<file path="src/sync_hub_pkg.sv">
/*
  package for the multi card sync hub: register indices, command bit positions,
  member count and sequencing constants.
  assumes a simple indexed register port in the hub card's clock domain.
*/
package sync_hub_pkg;
  // number of member card slots (one mask bit each)
  localparam int unsigned CARDS = 16;
  // register indices as printed (kept as indices, not byte offsets)
  localparam logic [15:0] REG_CMD_WORD = 16'h0064;
  localparam logic [15:0] REG_MEMBER_MASK = 16'hC030;
  // reset value of the member mask
  localparam logic [31:0] MASK_RESET = 32'h0000_0000;
  // command bit positions
  localparam int unsigned BIT_FULL_RESET = 0;
  localparam int unsigned BIT_LOAD_CONFIG = 1;
  localparam int unsigned BIT_RUN_BEGIN = 2;
  localparam int unsigned BIT_TRIG_ARM = 3;
  localparam int unsigned BIT_TRIG_FORCE = 4;
  localparam int unsigned BIT_TRIG_DISARM = 5;
  localparam int unsigned BIT_RUN_HALT = 6;
  localparam int unsigned BIT_WAIT_DONE = 8;
  // cycles the sync stage lasts before the first forwarded command pulse
  localparam logic [3:0] SYNC_CYCLES = 4'h4;
  // sequencer states
  typedef enum logic [2:0] {ST_IDLE, ST_CHECK, ST_SYNC, ST_RESET, ST_LOAD, ST_START, ST_TRIG, ST_HALT} seq_state_t;
endpackage : sync_hub_pkg

</file>
<file path="src/multi_card_sync_hub.sv">
/*
  multi card sync hub: joins member cards into one group, takes host commands
  from the command word and forwards them to members in order, ORs member triggers.
  assumes a register port on the hub card clock, one-cycle write/read strobes,
  and member status/trigger inputs arriving from other cards (synchronised here).
*/
// What this block does
// [RULE1] read/write member mask register selects group
// [RULE2] mask bit i is logical card i
// [RULE3] unmasked cards get no group commands
// [RULE4] host always sets the hub card bit
// [RULE5] any member trigger fires whole group
// [RULE6] per-card trigger sources pass through unchanged
// [RULE7] command: check, synchronise, then forward ordered
// [RULE8] write-only command word executes set bits
// [RULE9] bit 0x1 resets member cards fully
// [RULE10] bit 0x2 loads config, no start
// [RULE11] bit 0x4 loads changed config, then starts
// [RULE12] running run blocks config changes
// [RULE13] bit 0x8 arms triggers, with or after start
// [RULE14] bit 0x10 forces trigger immediately
// [RULE15] bit 0x20 disarms; triggers ignored until rearmed
// [RULE16] run starts with trigger disarmed
// [RULE17] bit 0x40 stops run; idle means nothing
// [RULE18] other settings go directly to cards
// [RULE19] wait completes when hub card ready
// [RULE20] start executes before arm in same write
`timescale 1ns/100ps
module multi_card_sync_hub (
  // clock and reset
  input wire logic clk_in,
  input wire logic srst_in,
  // register port
  input wire logic reg_wr_in,
  input wire logic reg_rd_in,
  input wire logic [15:0] reg_index_in,
  input wire logic [31:0] reg_wdata_in,
  output logic [31:0] reg_rdata_out,
  output logic reg_err_out,
  // host side config change notice
  input wire logic config_changed_in,
  // per-member inputs from cards
  input wire logic [15:0] member_trig_in,
  input wire logic [15:0] member_ready_in,
  // hub card position
  input wire logic [3:0] hub_index_in,
  // per-member command strobes
  output logic [15:0] cmd_full_reset_out,
  output logic [15:0] cmd_load_config_out,
  output logic [15:0] cmd_run_begin_out,
  output logic [15:0] cmd_trig_force_out,
  output logic [15:0] cmd_run_halt_out,
  output logic [15:0] sync_pulse_out,
  // group state
  output logic [15:0] group_trig_out,
  output logic [15:0] trig_armed_out,
  output logic run_active_out,
  output logic busy_out,
  output logic wait_done_out
);

  // member mask register, low 16 bits used
  logic [15:0] member_mask;
  // mask latched at check time, held for the run
  logic [15:0] run_mask;
  // pending command bits
  logic [7:0] pend;
  logic wait_pend;
  // sequencer
  sync_hub_pkg::seq_state_t state;
  logic [3:0] sync_cnt;
  // trigger detection armed and run state
  logic armed;
  logic running;
  // config changed since it was last written to the members
  logic dirty;
  // this command walk really sends a load pulse
  logic load_now;
  // two-flop synchronisers for card inputs
  logic [15:0] trig_meta, trig_sync;
  logic [15:0] ready_meta, ready_sync;

  // fan a pulse out to the members of the run
  function automatic logic [15:0] fan(input logic en, input logic [15:0] mask);
    fan = en ? mask : 16'h0000;
  endfunction : fan

  // card-side inputs come from other clock domains
  always_ff @(posedge clk_in) begin
    trig_meta <= member_trig_in;
    trig_sync <= trig_meta;
    ready_meta <= member_ready_in;
    ready_sync <= ready_meta;
  end

  // mask register: writable only outside a run
  always_ff @(posedge clk_in) begin
    if (srst_in) begin
      member_mask <= sync_hub_pkg::MASK_RESET[15:0];
    end else if (reg_wr_in && reg_index_in == sync_hub_pkg::REG_MEMBER_MASK && !running) begin
      member_mask <= reg_wdata_in[15:0]; // see [RULE1] see [RULE2] see [RULE12]
    end
  end

  // register read and error answer; command word reads zero
  always_ff @(posedge clk_in) begin
    if (srst_in) begin
      reg_rdata_out <= 32'h0000_0000;
      reg_err_out <= 1'b0;
    end else begin
      reg_err_out <= 1'b0;
      if (reg_rd_in) begin
        reg_rdata_out <= (reg_index_in == sync_hub_pkg::REG_MEMBER_MASK) ? {16'h0000, member_mask} : 32'h0000_0000;
      end
      // mask writes during a run are refused and flagged
      if (reg_wr_in && reg_index_in == sync_hub_pkg::REG_MEMBER_MASK && running) begin
        reg_err_out <= 1'b1; // see [RULE12]
      end
    end
  end

  // load decision shared by the sequencer view and the dirty flag
  assign load_now = !running && (pend[sync_hub_pkg::BIT_LOAD_CONFIG] || (pend[sync_hub_pkg::BIT_RUN_BEGIN] && dirty));

  // config changed since last load; a change in the load cycle wins over the clear,
  // and only a real load pulse clears it, so a reset-only walk keeps it pending
  always_ff @(posedge clk_in) begin
    if (srst_in) begin
      dirty <= 1'b1;
    end else if (config_changed_in || (reg_wr_in && reg_index_in == sync_hub_pkg::REG_MEMBER_MASK && !running)) begin
      dirty <= 1'b1; // see [RULE11]
    end else if (state == sync_hub_pkg::ST_LOAD && load_now) begin
      dirty <= 1'b0;
    end
  end

  // command sequencer: check, sync, then reset, load, start, trigger, halt
  always_ff @(posedge clk_in) begin
    if (srst_in) begin
      state <= sync_hub_pkg::ST_IDLE;
      pend <= 8'h00;
      run_mask <= 16'h0000;
      sync_cnt <= 4'h0;
      running <= 1'b0;
      armed <= 1'b0;
      cmd_full_reset_out <= 16'h0000;
      cmd_load_config_out <= 16'h0000;
      cmd_run_begin_out <= 16'h0000;
      cmd_trig_force_out <= 16'h0000;
      cmd_run_halt_out <= 16'h0000;
      sync_pulse_out <= 16'h0000;
      busy_out <= 1'b0;
    end else begin
      cmd_full_reset_out <= 16'h0000;
      cmd_load_config_out <= 16'h0000;
      cmd_run_begin_out <= 16'h0000;
      cmd_trig_force_out <= 16'h0000;
      cmd_run_halt_out <= 16'h0000;
      sync_pulse_out <= 16'h0000;
      unique case (state)
        sync_hub_pkg::ST_IDLE: begin
          busy_out <= 1'b0;
          if (reg_wr_in && reg_index_in == sync_hub_pkg::REG_CMD_WORD && reg_wdata_in[6:0] != 7'h00) begin
            pend <= {1'b0, reg_wdata_in[6:0]}; // see [RULE8]
            busy_out <= 1'b1;
            state <= sync_hub_pkg::ST_CHECK;
          end
        end
        sync_hub_pkg::ST_CHECK: begin
          // setup check: hub card must be a member, else drop the command
          if (!member_mask[hub_index_in]) begin
            pend <= 8'h00; // see [RULE4] see [RULE7]
            state <= sync_hub_pkg::ST_IDLE;
          end else begin
            if (!running) begin
              run_mask <= member_mask; // see [RULE3]
            end
            sync_cnt <= sync_hub_pkg::SYNC_CYCLES;
            state <= sync_hub_pkg::ST_SYNC;
          end
        end
        sync_hub_pkg::ST_SYNC: begin
          // a short sync pulse to members before any command goes out
          sync_pulse_out <= fan(sync_cnt == sync_hub_pkg::SYNC_CYCLES, run_mask); // see [RULE7]
          sync_cnt <= sync_cnt - 4'h1;
          if (sync_cnt == 4'h1) begin
            state <= sync_hub_pkg::ST_RESET;
          end
        end
        sync_hub_pkg::ST_RESET: begin
          if (pend[sync_hub_pkg::BIT_FULL_RESET]) begin
            cmd_full_reset_out <= run_mask; // see [RULE9]
            running <= 1'b0;
            armed <= 1'b0;
          end
          state <= sync_hub_pkg::ST_LOAD;
        end
        sync_hub_pkg::ST_LOAD: begin
          // explicit load, or implicit load of changed config before a start
          if (!running && (pend[sync_hub_pkg::BIT_LOAD_CONFIG] || (pend[sync_hub_pkg::BIT_RUN_BEGIN] && dirty))) begin
            cmd_load_config_out <= run_mask; // see [RULE10] see [RULE11] see [RULE12]
          end
          state <= sync_hub_pkg::ST_START;
        end
        sync_hub_pkg::ST_START: begin
          if (pend[sync_hub_pkg::BIT_RUN_BEGIN] && !running) begin
            cmd_run_begin_out <= run_mask; // see [RULE11]
            running <= 1'b1;
            armed <= 1'b0; // see [RULE16]
          end
          state <= sync_hub_pkg::ST_TRIG;
        end
        sync_hub_pkg::ST_TRIG: begin
          // arm after start so a joint write arms the new run
          if (pend[sync_hub_pkg::BIT_TRIG_ARM]) begin
            armed <= 1'b1; // see [RULE13] see [RULE20]
          end
          if (pend[sync_hub_pkg::BIT_TRIG_DISARM]) begin
            armed <= 1'b0; // see [RULE15]
          end
          if (pend[sync_hub_pkg::BIT_TRIG_FORCE] && running) begin
            cmd_trig_force_out <= run_mask; // see [RULE14]
          end
          state <= sync_hub_pkg::ST_HALT;
        end
        sync_hub_pkg::ST_HALT: begin
          if (pend[sync_hub_pkg::BIT_RUN_HALT] && running) begin
            cmd_run_halt_out <= run_mask; // see [RULE17]
            running <= 1'b0;
            armed <= 1'b0;
          end
          pend <= 8'h00;
          state <= sync_hub_pkg::ST_IDLE;
        end
      endcase
    end
  end

  // joined trigger: any armed member trigger hits every member
  always_ff @(posedge clk_in) begin
    if (srst_in) begin
      group_trig_out <= 16'h0000;
    end else begin
      // members keep their own sources; only the detected event is shared
      group_trig_out <= fan(armed && running && |(trig_sync & run_mask), run_mask); // see [RULE5] see [RULE6]
    end
  end

  // mirrors of state for the cards and host
  always_ff @(posedge clk_in) begin
    if (srst_in) begin
      trig_armed_out <= 16'h0000;
      run_active_out <= 1'b0;
    end else begin
      trig_armed_out <= fan(armed, run_mask);
      run_active_out <= running;
    end
  end

  // wait request: done as soon as the hub card is ready
  always_ff @(posedge clk_in) begin
    if (srst_in) begin
      wait_pend <= 1'b0;
      wait_done_out <= 1'b0;
    end else begin
      wait_done_out <= 1'b0;
      if (wait_pend && ready_sync[hub_index_in]) begin
        wait_pend <= 1'b0;
        wait_done_out <= 1'b1; // see [RULE19]
      end else if (reg_wr_in && reg_index_in == sync_hub_pkg::REG_CMD_WORD && reg_wdata_in[sync_hub_pkg::BIT_WAIT_DONE]) begin
        wait_pend <= 1'b1;
      end
    end
  end
endmodule : multi_card_sync_hub

</file>
<file path="config.mk">
export PLATFORM = sky130hd
export DESIGN_NAME = multi_card_sync_hub
export DESIGN_NICKNAME = d
export VERILOG_FILES = /design/src/sync_hub_pkg.sv /design/src/multi_card_sync_hub.sv
export SDC_FILE = /design/constraint.sdc
export NUM_CORES = 1
export LEC_CHECK = 0
export BUFFER_PORTS_ARGS = -buffer_cell sky130_fd_sc_hd__buf_2
export CAP_MARGIN = 20
export CELL_PAD_IN_SITES_DETAIL_PLACEMENT = 1
export CELL_PAD_IN_SITES_GLOBAL_PLACEMENT = 1
export CORE_ASPECT_RATIO = 2
export CORE_MARGIN = 5
export CORE_UTILIZATION = 42
export CTS_CLUSTER_SIZE = 12
export DETAILED_ROUTE_END_ITERATION = 16
export GPL_TIMING_DRIVEN = 0
export HOLD_SLACK_MARGIN = 0.1
export PLACE_DENSITY = 0.9
export REMOVE_ABC_BUFFERS = 1
export SYNTH_ARGS = -nofsm -noshare
export SYNTH_HDL_FRONTEND = slang
export SYNTH_SLANG_ARGS = --single-unit
</file>
<file path="constraint.sdc">
create_clock -name clk_in -period 3.1 [get_ports clk_in]
set_clock_uncertainty 0.05 [all_clocks]
set_input_delay 0.31 -clock clk_in [delete_from_list [all_inputs] [get_ports clk_in]]
set_output_delay 0.31 -clock clk_in [all_outputs]
set_load 0.02 [all_outputs]
</file>
Word-level counts from Yosys, hierarchy flattened
Index checks and enable logic that the tools add are counted.
- memories: 0
- memory bits (writable): 0
- ROM bits: 0
- output and inout port bits: 164
- logic and storage cells: 129
- flip-flop bits (word level): 278
- input port bits: 89
- bits in latches: 0
- mux-type cells: 25
- div/mod/pow operators: 0
- reductions and logical operators: 41
- add/subtract/negate cells: 1
- shifts and indexed selects: 0
- $mul: 0
- bitwise gates (word level): 16
- equality and inequality tests: 19
- order comparisons: 1
- operators with widths (cell ; count):
    3-bit one-hot mux with 8 select lines ; 1
    7-bit one-hot mux with 3 select lines ; 1
    3-bit OR reduction ; 6
    16-bit bitwise AND ; 1
    16-bit == test, second input constant ; 1
    16-bit by 7-bit == test with 1-bit output, second input constant ; 1
    16-bit 2-to-1 mux ; 1
    16-bit OR reduction ; 1
    1-bit logical AND ; 15
    1-bit NOT ; 15
    7-bit 2-to-1 mux ; 2
    2-bit inequality test, second input constant ; 7
    3-bit == test, second input constant ; 4
    1-bit 2-to-1 mux ; 11
    1-bit binary-select mux with 4-bit select ; 2
    4-bit one-hot mux with 2 select lines ; 1
    2-bit OR reduction ; 4
    7-bit nonzero test ; 1
    3-bit by 2-bit == test with 1-bit output, second input constant ; 2
    3-bit 2-to-1 mux ; 2
    3-bit AND reduction ; 2
    3-bit nonzero test ; 2
    4-bit by 5-bit < comparator with 1-bit output, second input constant ; 1
    5-bit AND reduction ; 1
    other kinds (16) ; 18

Longest topological paths before layout
Gate-level depths: netlist of run 1.
- word-level depth: 5
- gate-level depth with buffers: 7

Worst setup path before layout of run 1
OpenSTA, ideal clock, no wires.
- path kind: input to register
- from: input port hub_index_in[2]
- to: register run_mask[10]
- required time: 2.978 ns
- setup slack: 1.167 ns
- setup time: 0.072 ns
- cell stages on the path: 7
- arrival: 1.812 ns
- path through: clkbuf_2 -> nor2b_1 -> a221oi_2 -> o21ai_2 -> a211oi_4 -> buf_8 -> mux2i_1
- word-level cells in the longest chain between the ends: 3
- RTL lines (element ; RTL line ; source):
    start, declared ; multi_card_sync_hub.sv:46 ; input wire logic [3:0] hub_index_in,
    1-bit binary-select mux with 4-bit select ; multi_card_sync_hub.sv:171 ; if (!member_mask[hub_index_in]) begin
    1-bit 2-to-1 mux (implied by the code) ; multi_card_sync_hub.sv:171 ;
    3-bit AND reduction (no source line) ; -- ;
    end signal, assigned ; multi_card_sync_hub.sv:176 ; run_mask <= member_mask;
    end, declared ; multi_card_sync_hub.sv:65 ; logic [15:0] run_mask;
No other way between the ends. The select of a mux whose other input is x is not followed.
A chain may end at the register's enable or synchronous reset.

==> results of run 1 <==
## Yosys cell counts, types with 4 or more instances
library cell and n:
nand2_1 51, and3_1 9, a221oi_1 4, a22oi_1 7
nor3_1 7, and2_1 130, clkbuf_1 18, o211ai_1 7
nor2_1 44, mux2i_1 39, a21oi_1 20, o21ai_0 4
nor2b_1 24, inv_1 11, a22o_1 4, nor4_1 6
mux4_1 5, dfxtp_1 262, buf_4 16, buf_2 6
## critical path, delay by kind of cell
kind	cells	cell delay, ps
buffers and inverters	2	1870
AOI/OAI and AO/OA	2	620
## layout make-up
type,instances,area [µm²],area share
Clock inverter,1,20.0,0.00187
Timing Repair Buffer,278,1680,0.157
Multi-Input combinational cell,420,2760,0.258
Inverter,12,45.0,0.00421
Sequential cell,262,5250,0.490
Antenna cell,1,2.50,0.000234
Clock buffer,27,633,0.0591
Tap cell,259,324,0.0303
## flip-flops by register name, summed over array words and instances, names as in the netlist, 3 cells and up
register             count
cmd_full_reset_out      16
cmd_load_config_out     16
cmd_run_begin_out       16
cmd_run_halt_out        16
cmd_trig_force_out      16
group_trig_out          16
member_mask             16
pend                     7
ready_meta              16
ready_sync              16
reg_rdata_out           16
run_mask                16
state                    3
sync_cnt                 4
sync_pulse_out          16
trig_armed_out          16
trig_meta               16
trig_sync               16
## kinds of logic (layout without fill, tap and decap cells)
group,after synthesis,after routing,synth area share
xor+xnor,4,4,0.00426
compound gates,64,64,0.0574
buf+inv,56,318,0.0362
fa+ha+maj,3,3,0.00457
mux,46,46,0.0676
simple gates,287,287,0.192
other cells,1,17,0.000456
flops,262,262,0.638
## layout by cell type, fill, tap and decap left out, types with 7 or more instances in the layout
| cell | synthesis | layout |
|---|---|---|
| a22oi_1 | 7 | 7 |
| inv_1 | 11 | 11 |
| o211ai_1 | 7 | 7 |
| and2_1 | 130 | 130 |
| clkbuf_16 | 0 | 25 |
| nor2_1 | 44 | 44 |
| buf_2 | 6 | 220 |
| a21oi_1 | 20 | 20 |
| dfxtp_1 | 262 | 262 |
| conb_1 | 1 | 16 |
| and3_1 | 9 | 9 |
| nor2b_1 | 24 | 24 |
| nand2_1 | 51 | 51 |
| mux2i_1 | 39 | 39 |
| dlygate4sd3_1 | 0 | 51 |
## power breakdown
part           internal (mW)  switching [mW]  total [mW]
clock network           1.44            1.19        2.63
logic                 0.0936           0.101       0.195
registers               3.41          0.0138        3.43
## worst max-delay path by stage
stage / startpoint / endpoint / slack, ps / cells past startpoint
after floorplan: reg_index_in[9] / member_mask[0] / 920 / 5
after global placement: state[1] / sync_pulse_out[12] / -590 / 4
after detailed placement: srst_in / sync_cnt[1] / 50 / 4
after CTS: srst_in / sync_cnt[1] / 580 / 4
after global routing: srst_in / sync_cnt[1] / 320 / 4
final: srst_in / sync_cnt[1] / 570 / 4
## metrics by stage
stage	cells	utilization	setup slack [ps]	total power, mW
5_1_grt	1260	0.555	325	6.46
6_report	1260	0.555	567	6.25
4_1_cts	1259	0.555	576	6.29
2_1_floorplan	694	-	920	3.54
3_5_place_dp	1180	0.495	47.7	3.63
3_3_place_gp	1173	0.490	-592	3.62
## metal layers
layer / up-vias / part of all wire / GRT usage
met5: - / 0 / 0
met4: 0 / 0.055 / 0.126
met3: 84 / 0.053 / 0.0408
met2: 257 / 0.57 / 0.455
met1: 2938 / 0.32 / 0.215
li1: 2894 / - / -
## repair_timing
item	4_1_cts	5_1_grt
hold buffers	51	0
setup buffers	0	0
endpoints found under the hold margin	58	0
==> key figures, run 1 <==
Setup path
  • Crit Path Category: in2reg
  • RR Startpoint: member_mask[8]
  • Delay of the slowest critical-path stage: 1110 ps
  • CP arrival: 2850 ps
  • CP required: 3420 ps
  • CP endpoint kind: register
  • Worst path cell trace: buf_2 > clkinv_1 > a41oi_1 > o41ai_1
  • Crit path max fanout: 53
  • R2r endpoint: run_mask[13]
  • CP Launch Type: input pin
  • Reg2Reg Depth: 5
  • R2r setup slk: 670 ps
  • Slowest cell on crit path: clkinv_1

Floorplan
  • Core Rows: 72
  • Die H: 208 µm
  • Core area: 0.0193 mm²
  • Boundary Pins: 253
  • Initial Utilization: 0.426
  • Die area: 0.0226 mm²
  • Die width: 109 µm

Cells and area
  • Post-route cell area: 0.0107 mm²
  • Share of layout cells above drive strength 1: 0.266
  • Area grow syn2layout: 30.2%
  • Layout Nets: 1,091
  • Fill cell count: 2,118

Flow run
  • Max Cap Violations: 0

Min path
  • WHS Path Cells: 3
  • Min-delay worst type: in2reg
  • Hold_sp: reg_index_in[2]
  • Hold Path Sink: reg_err_out

Power
  • PwrDens: 584 mW/mm²
  • VDD IR max: 0.000403 V
  • Pleak: 4.93 nW

Clock tree
  • Clk buf depth: 3
  • Clk slew on worst S/H paths: 60 ps
  • CTS tree: yes
  • Cts repair resizes: 0
  • Root Buffer: clkbuf_16
  • CTS sink count: 262
  • Clk Latency, worst-skew pair: 520 ps
  • Cts bufs inserted: 25
  • H-tree Lvls: 1

Synth
  • Number of enable flip-flop cells after synthesis: 0
  • Top FF cell, synth: dfxtp_1
  • Area fraction of the dominant cell type after synthesis: 0.638
  • Post-synthesis sequential area ratio: 0.638
  • Cell area after synthesis: 0.00822 mm²
  • Unique masters post-synth: 55
  • Yosys synthesis warning count: 0
  • Yosys reg bits: 262
  • Gate Count Post-Synth: 723
  • Post-synth ARST share: 0
  • Cell taking the most area after synthesis: dfxtp_1
  • Top cells by area, synth: dfxtp_1 64%, and2_1 9.9%, mux2i_1 4.7%, nand2_1 2.3%, nor2_1 2.0%
  • Syn_area_per_cell: 11.4 µm²

Timing
  • Tcrit/Tclk final: 0.817
  • RSZ-0062 raised after global routing: no
  • Slew headroom: 0.279
  • Final setup vio count: 0
  • Fin. max-slew vios: 0
  • Setup TNS: 0 ps
  • WHS: 169 ps
  • Slew @ Worst Pin: 1080 ps
  • Peak Freq: 0.395 GHz
  • Min cycle time layout: 2530 ps
  • Hold Vio Cnt, Final: 0

GRT
  • Largest net degree at the start of global routing: 54
  • Vias in the first global route: 7,069
  • Initial antenna violation count: 1
  • First-pass GRT wire length: 40,400 µm
  • Tot GR Track Use: 0.232
  • Total gr overflow: 0

Route
  • Average wire per cell in the routed design: 20.9 µm
  • DR iter-0 viols: 193
  • Final wirelength: 26,400 µm
  • Vias: 6,173
  • First-pass DRT Iterations: 4
  • Routed Antenna Nets: 0
  • # DRC: 0
  • Via-to-Cell Ratio: 4.90

Place
  • Post-DP Area: 0.00954 mm²
  • Placer Congestion: 0.815
  • Detailed Place HPWL: 17,900 µm
  • Port Buffers: 220

Status
  • Status: finished clean
No activity file was read; power rests on OpenSTA's default activity.
==> run 2: changes to the inputs <==
--- a/config.mk
+++ b/config.mk
@@ -11,12 +11,12 @@
 export CELL_PAD_IN_SITES_GLOBAL_PLACEMENT = 1
 export CORE_ASPECT_RATIO = 2
 export CORE_MARGIN = 5
-export CORE_UTILIZATION = 42
+export CORE_UTILIZATION = 39
 export CTS_CLUSTER_SIZE = 12
 export DETAILED_ROUTE_END_ITERATION = 16
 export GPL_TIMING_DRIVEN = 0
 export HOLD_SLACK_MARGIN = 0.1
-export PLACE_DENSITY = 0.9
+export PLACE_DENSITY = 0.85
 export REMOVE_ABC_BUFFERS = 1
 export SYNTH_ARGS = -nofsm -noshare
 export SYNTH_HDL_FRONTEND = slang
==> constraint.sdc (replaced) <==
create_clock -name clk_in -period 2.43 [get_ports clk_in]
set_clock_uncertainty 0.05 [all_clocks]
set_input_delay 0.243 -clock clk_in [delete_from_list [all_inputs] [get_ports clk_in]]
set_output_delay 0.243 -clock clk_in [all_outputs]
set_load 0.02 [all_outputs]
==> key figures, run 2 (synthesis gave the netlist of run 1 again) <==
Route
  • Routed Antenna Nets: 0
  • Vias: 6,172
  • Final wirelength: 26,200 µm
  • Average wire per cell in the routed design: 20.6 µm
  • # DRC: 0
  • DR iter-0 viols: 183
  • First-pass DRT Iterations: 5
  • Via-to-Cell Ratio: 4.84

GRT
  • First-pass GRT wire length: 40,200 µm
  • Vias in the first global route: 7,007
  • Tot GR Track Use: 0.214
  • Initial antenna violation count: 1
  • Total gr overflow: 0
  • Largest net degree at the start of global routing: 54

Timing
  • Slew @ Worst Pin: 1120 ps
  • Peak Freq: 0.445 GHz
  • WHS: 214 ps
  • Slew headroom: 0.255
  • Min cycle time layout: 2250 ps
  • Fin. max-slew vios: 0
  • RSZ-0062 raised after global routing: no
  • Tcrit/Tclk final: 0.926
  • Hold Vio Cnt, Final: 0
  • Final setup vio count: 0

Status
  • Status: finished clean

Flow run
  • Max Cap Violations: 0

Place
  • Port Buffers: 220
  • Placed insts: 1,190
  • Post-DP Area: 0.00955 mm²
  • Detailed Place HPWL: 17,500 µm
  • Placer Congestion: 0.761

Floorplan
  • Die H: 215 µm
  • Core Rows: 75
  • Initial Utilization: 0.393
  • Boundary Pins: 253
  • Core area: 0.0209 mm²
  • Die area: 0.0243 mm²
  • Die width: 113 µm

Min path
  • Min-delay worst type: in2reg
  • WHS Path Cells: 4

Cells and area
  • Most frequent cells in the layout: 262 x dfxtp_1, 220 x buf_2, 130 x and2_1
  • Most common cell after layout, fill and taps aside: dfxtp_1
  • Area grow syn2layout: 31.0%
  • Share of layout cells above drive strength 1: 0.268
  • Post-route cell area: 0.0108 mm²
  • Layout Nets: 1,094
  • Finished Layout Cells: 1,274

Power
  • Sequential Power Share: 0.547
  • PwrDens: 742 mW/mm²
  • VDD IR max: 0.000699 V
  • Internal power: 6.31 mW
  • P_sw: 1.68 mW
  • Pleak: 4.95 nW
  • Net Sw Frac: 0.211
  • Clock power frac: 0.422
  • Design Power: 7.99 mW
  • Logic pwr share: 0.031

Clock tree
  • Root Buffer: clkbuf_16
  • Clk slew on worst S/H paths: 60 ps
  • CTS tree: yes
  • CTS sink count: 262
  • Clk buf depth: 3
  • H-tree Lvls: 1
  • Cts bufs inserted: 25
  • Clk Latency, worst-skew pair: 530 ps

Setup path
  • CP endpoint kind: register
  • CP Launch Type: register
  • Crit path max fanout: 12
  • Crit Path Category: reg2reg
  • Reg2Reg Depth: 5
  • CP required: 2840 ps
  • CP arrival: 2660 ps
-- run 2: changes by cell type in the layout (fill, tap and decap cells not counted), sizes merged --
cell         change
buf              +2
diode            +1
dlygate4sd3      +1
-- run 2: worst paths after layout --
kind,from,to,slack [ps]
worst max-delay path,running,cmd_trig_force_out[3],180
worst max register to register,running,cmd_trig_force_out[3],180
worst min register to register,ready_meta[7],ready_sync[7],280
worst min-delay path,reg_rd_in,reg_rdata_out[15],210
-- run 2: timing repair --
item                                    CTS  global route
endpoints found under the setup margin   26             0
setup buffers                             1             0
gates resized for setup                   2             0
hold buffers                             52             0
hold endpoints to repair                 58             0
-- run 2: area by class of cell --
cell class	instances	area [µm²]
repair buffers	281	1720
clock inverters	1	20.0
inverters	12	46.3
well taps	269	337
diodes	2	5.00
multi-input cells	420	2770
flip-flops and latches	262	5250
clock buffers	27	633
fillers	2307	10200
-- run 2: metrics by stage --
step | util | worst slack (ps) | TNS [ps]
2_1_floorplan | - | 317 | 0
3_3_place_gp | 0.452 | -1600 | -100610
3_5_place_dp | 0.457 | -549 | -8010
4_1_cts | 0.514 | 116 | 0
5_1_grt | 0.514 | 34.2 | 0
6_report | 0.515 | 181 | 0
-- run 2: power groups by stage --
stage / registers, mW / logic [mW] / clock network [mW]
final: 4.37 / 0.248 / 3.37
after global routing: 4.37 / 0.266 / 3.60
after CTS: 4.37 / 0.238 / 3.42
after detailed placement: 4.46 / 0.173 / 0
after global placement: 4.46 / 0.168 / 0
after floorplan: 4.45 / 0.0649 / 0
-- run 2: metal layers --
layer | track usage | part of all wire | up-vias
met2 | 0.432 | 0.58 | 245
met3 | 0.0360 | 0.052 | 61
met1 | 0.198 | 0.32 | 2966
met5 | 0 | 0 | -
met4 | 0.102 | 0.044 | 0
li1 | - | - | 2900
-- run 2: critical path: stages (launching register included) --
cell and delay [ps]:
dfxtp_1 550, nor2b_1 520, nand2_1 180, nor2_1 390, buf_4 290, and2_1 180
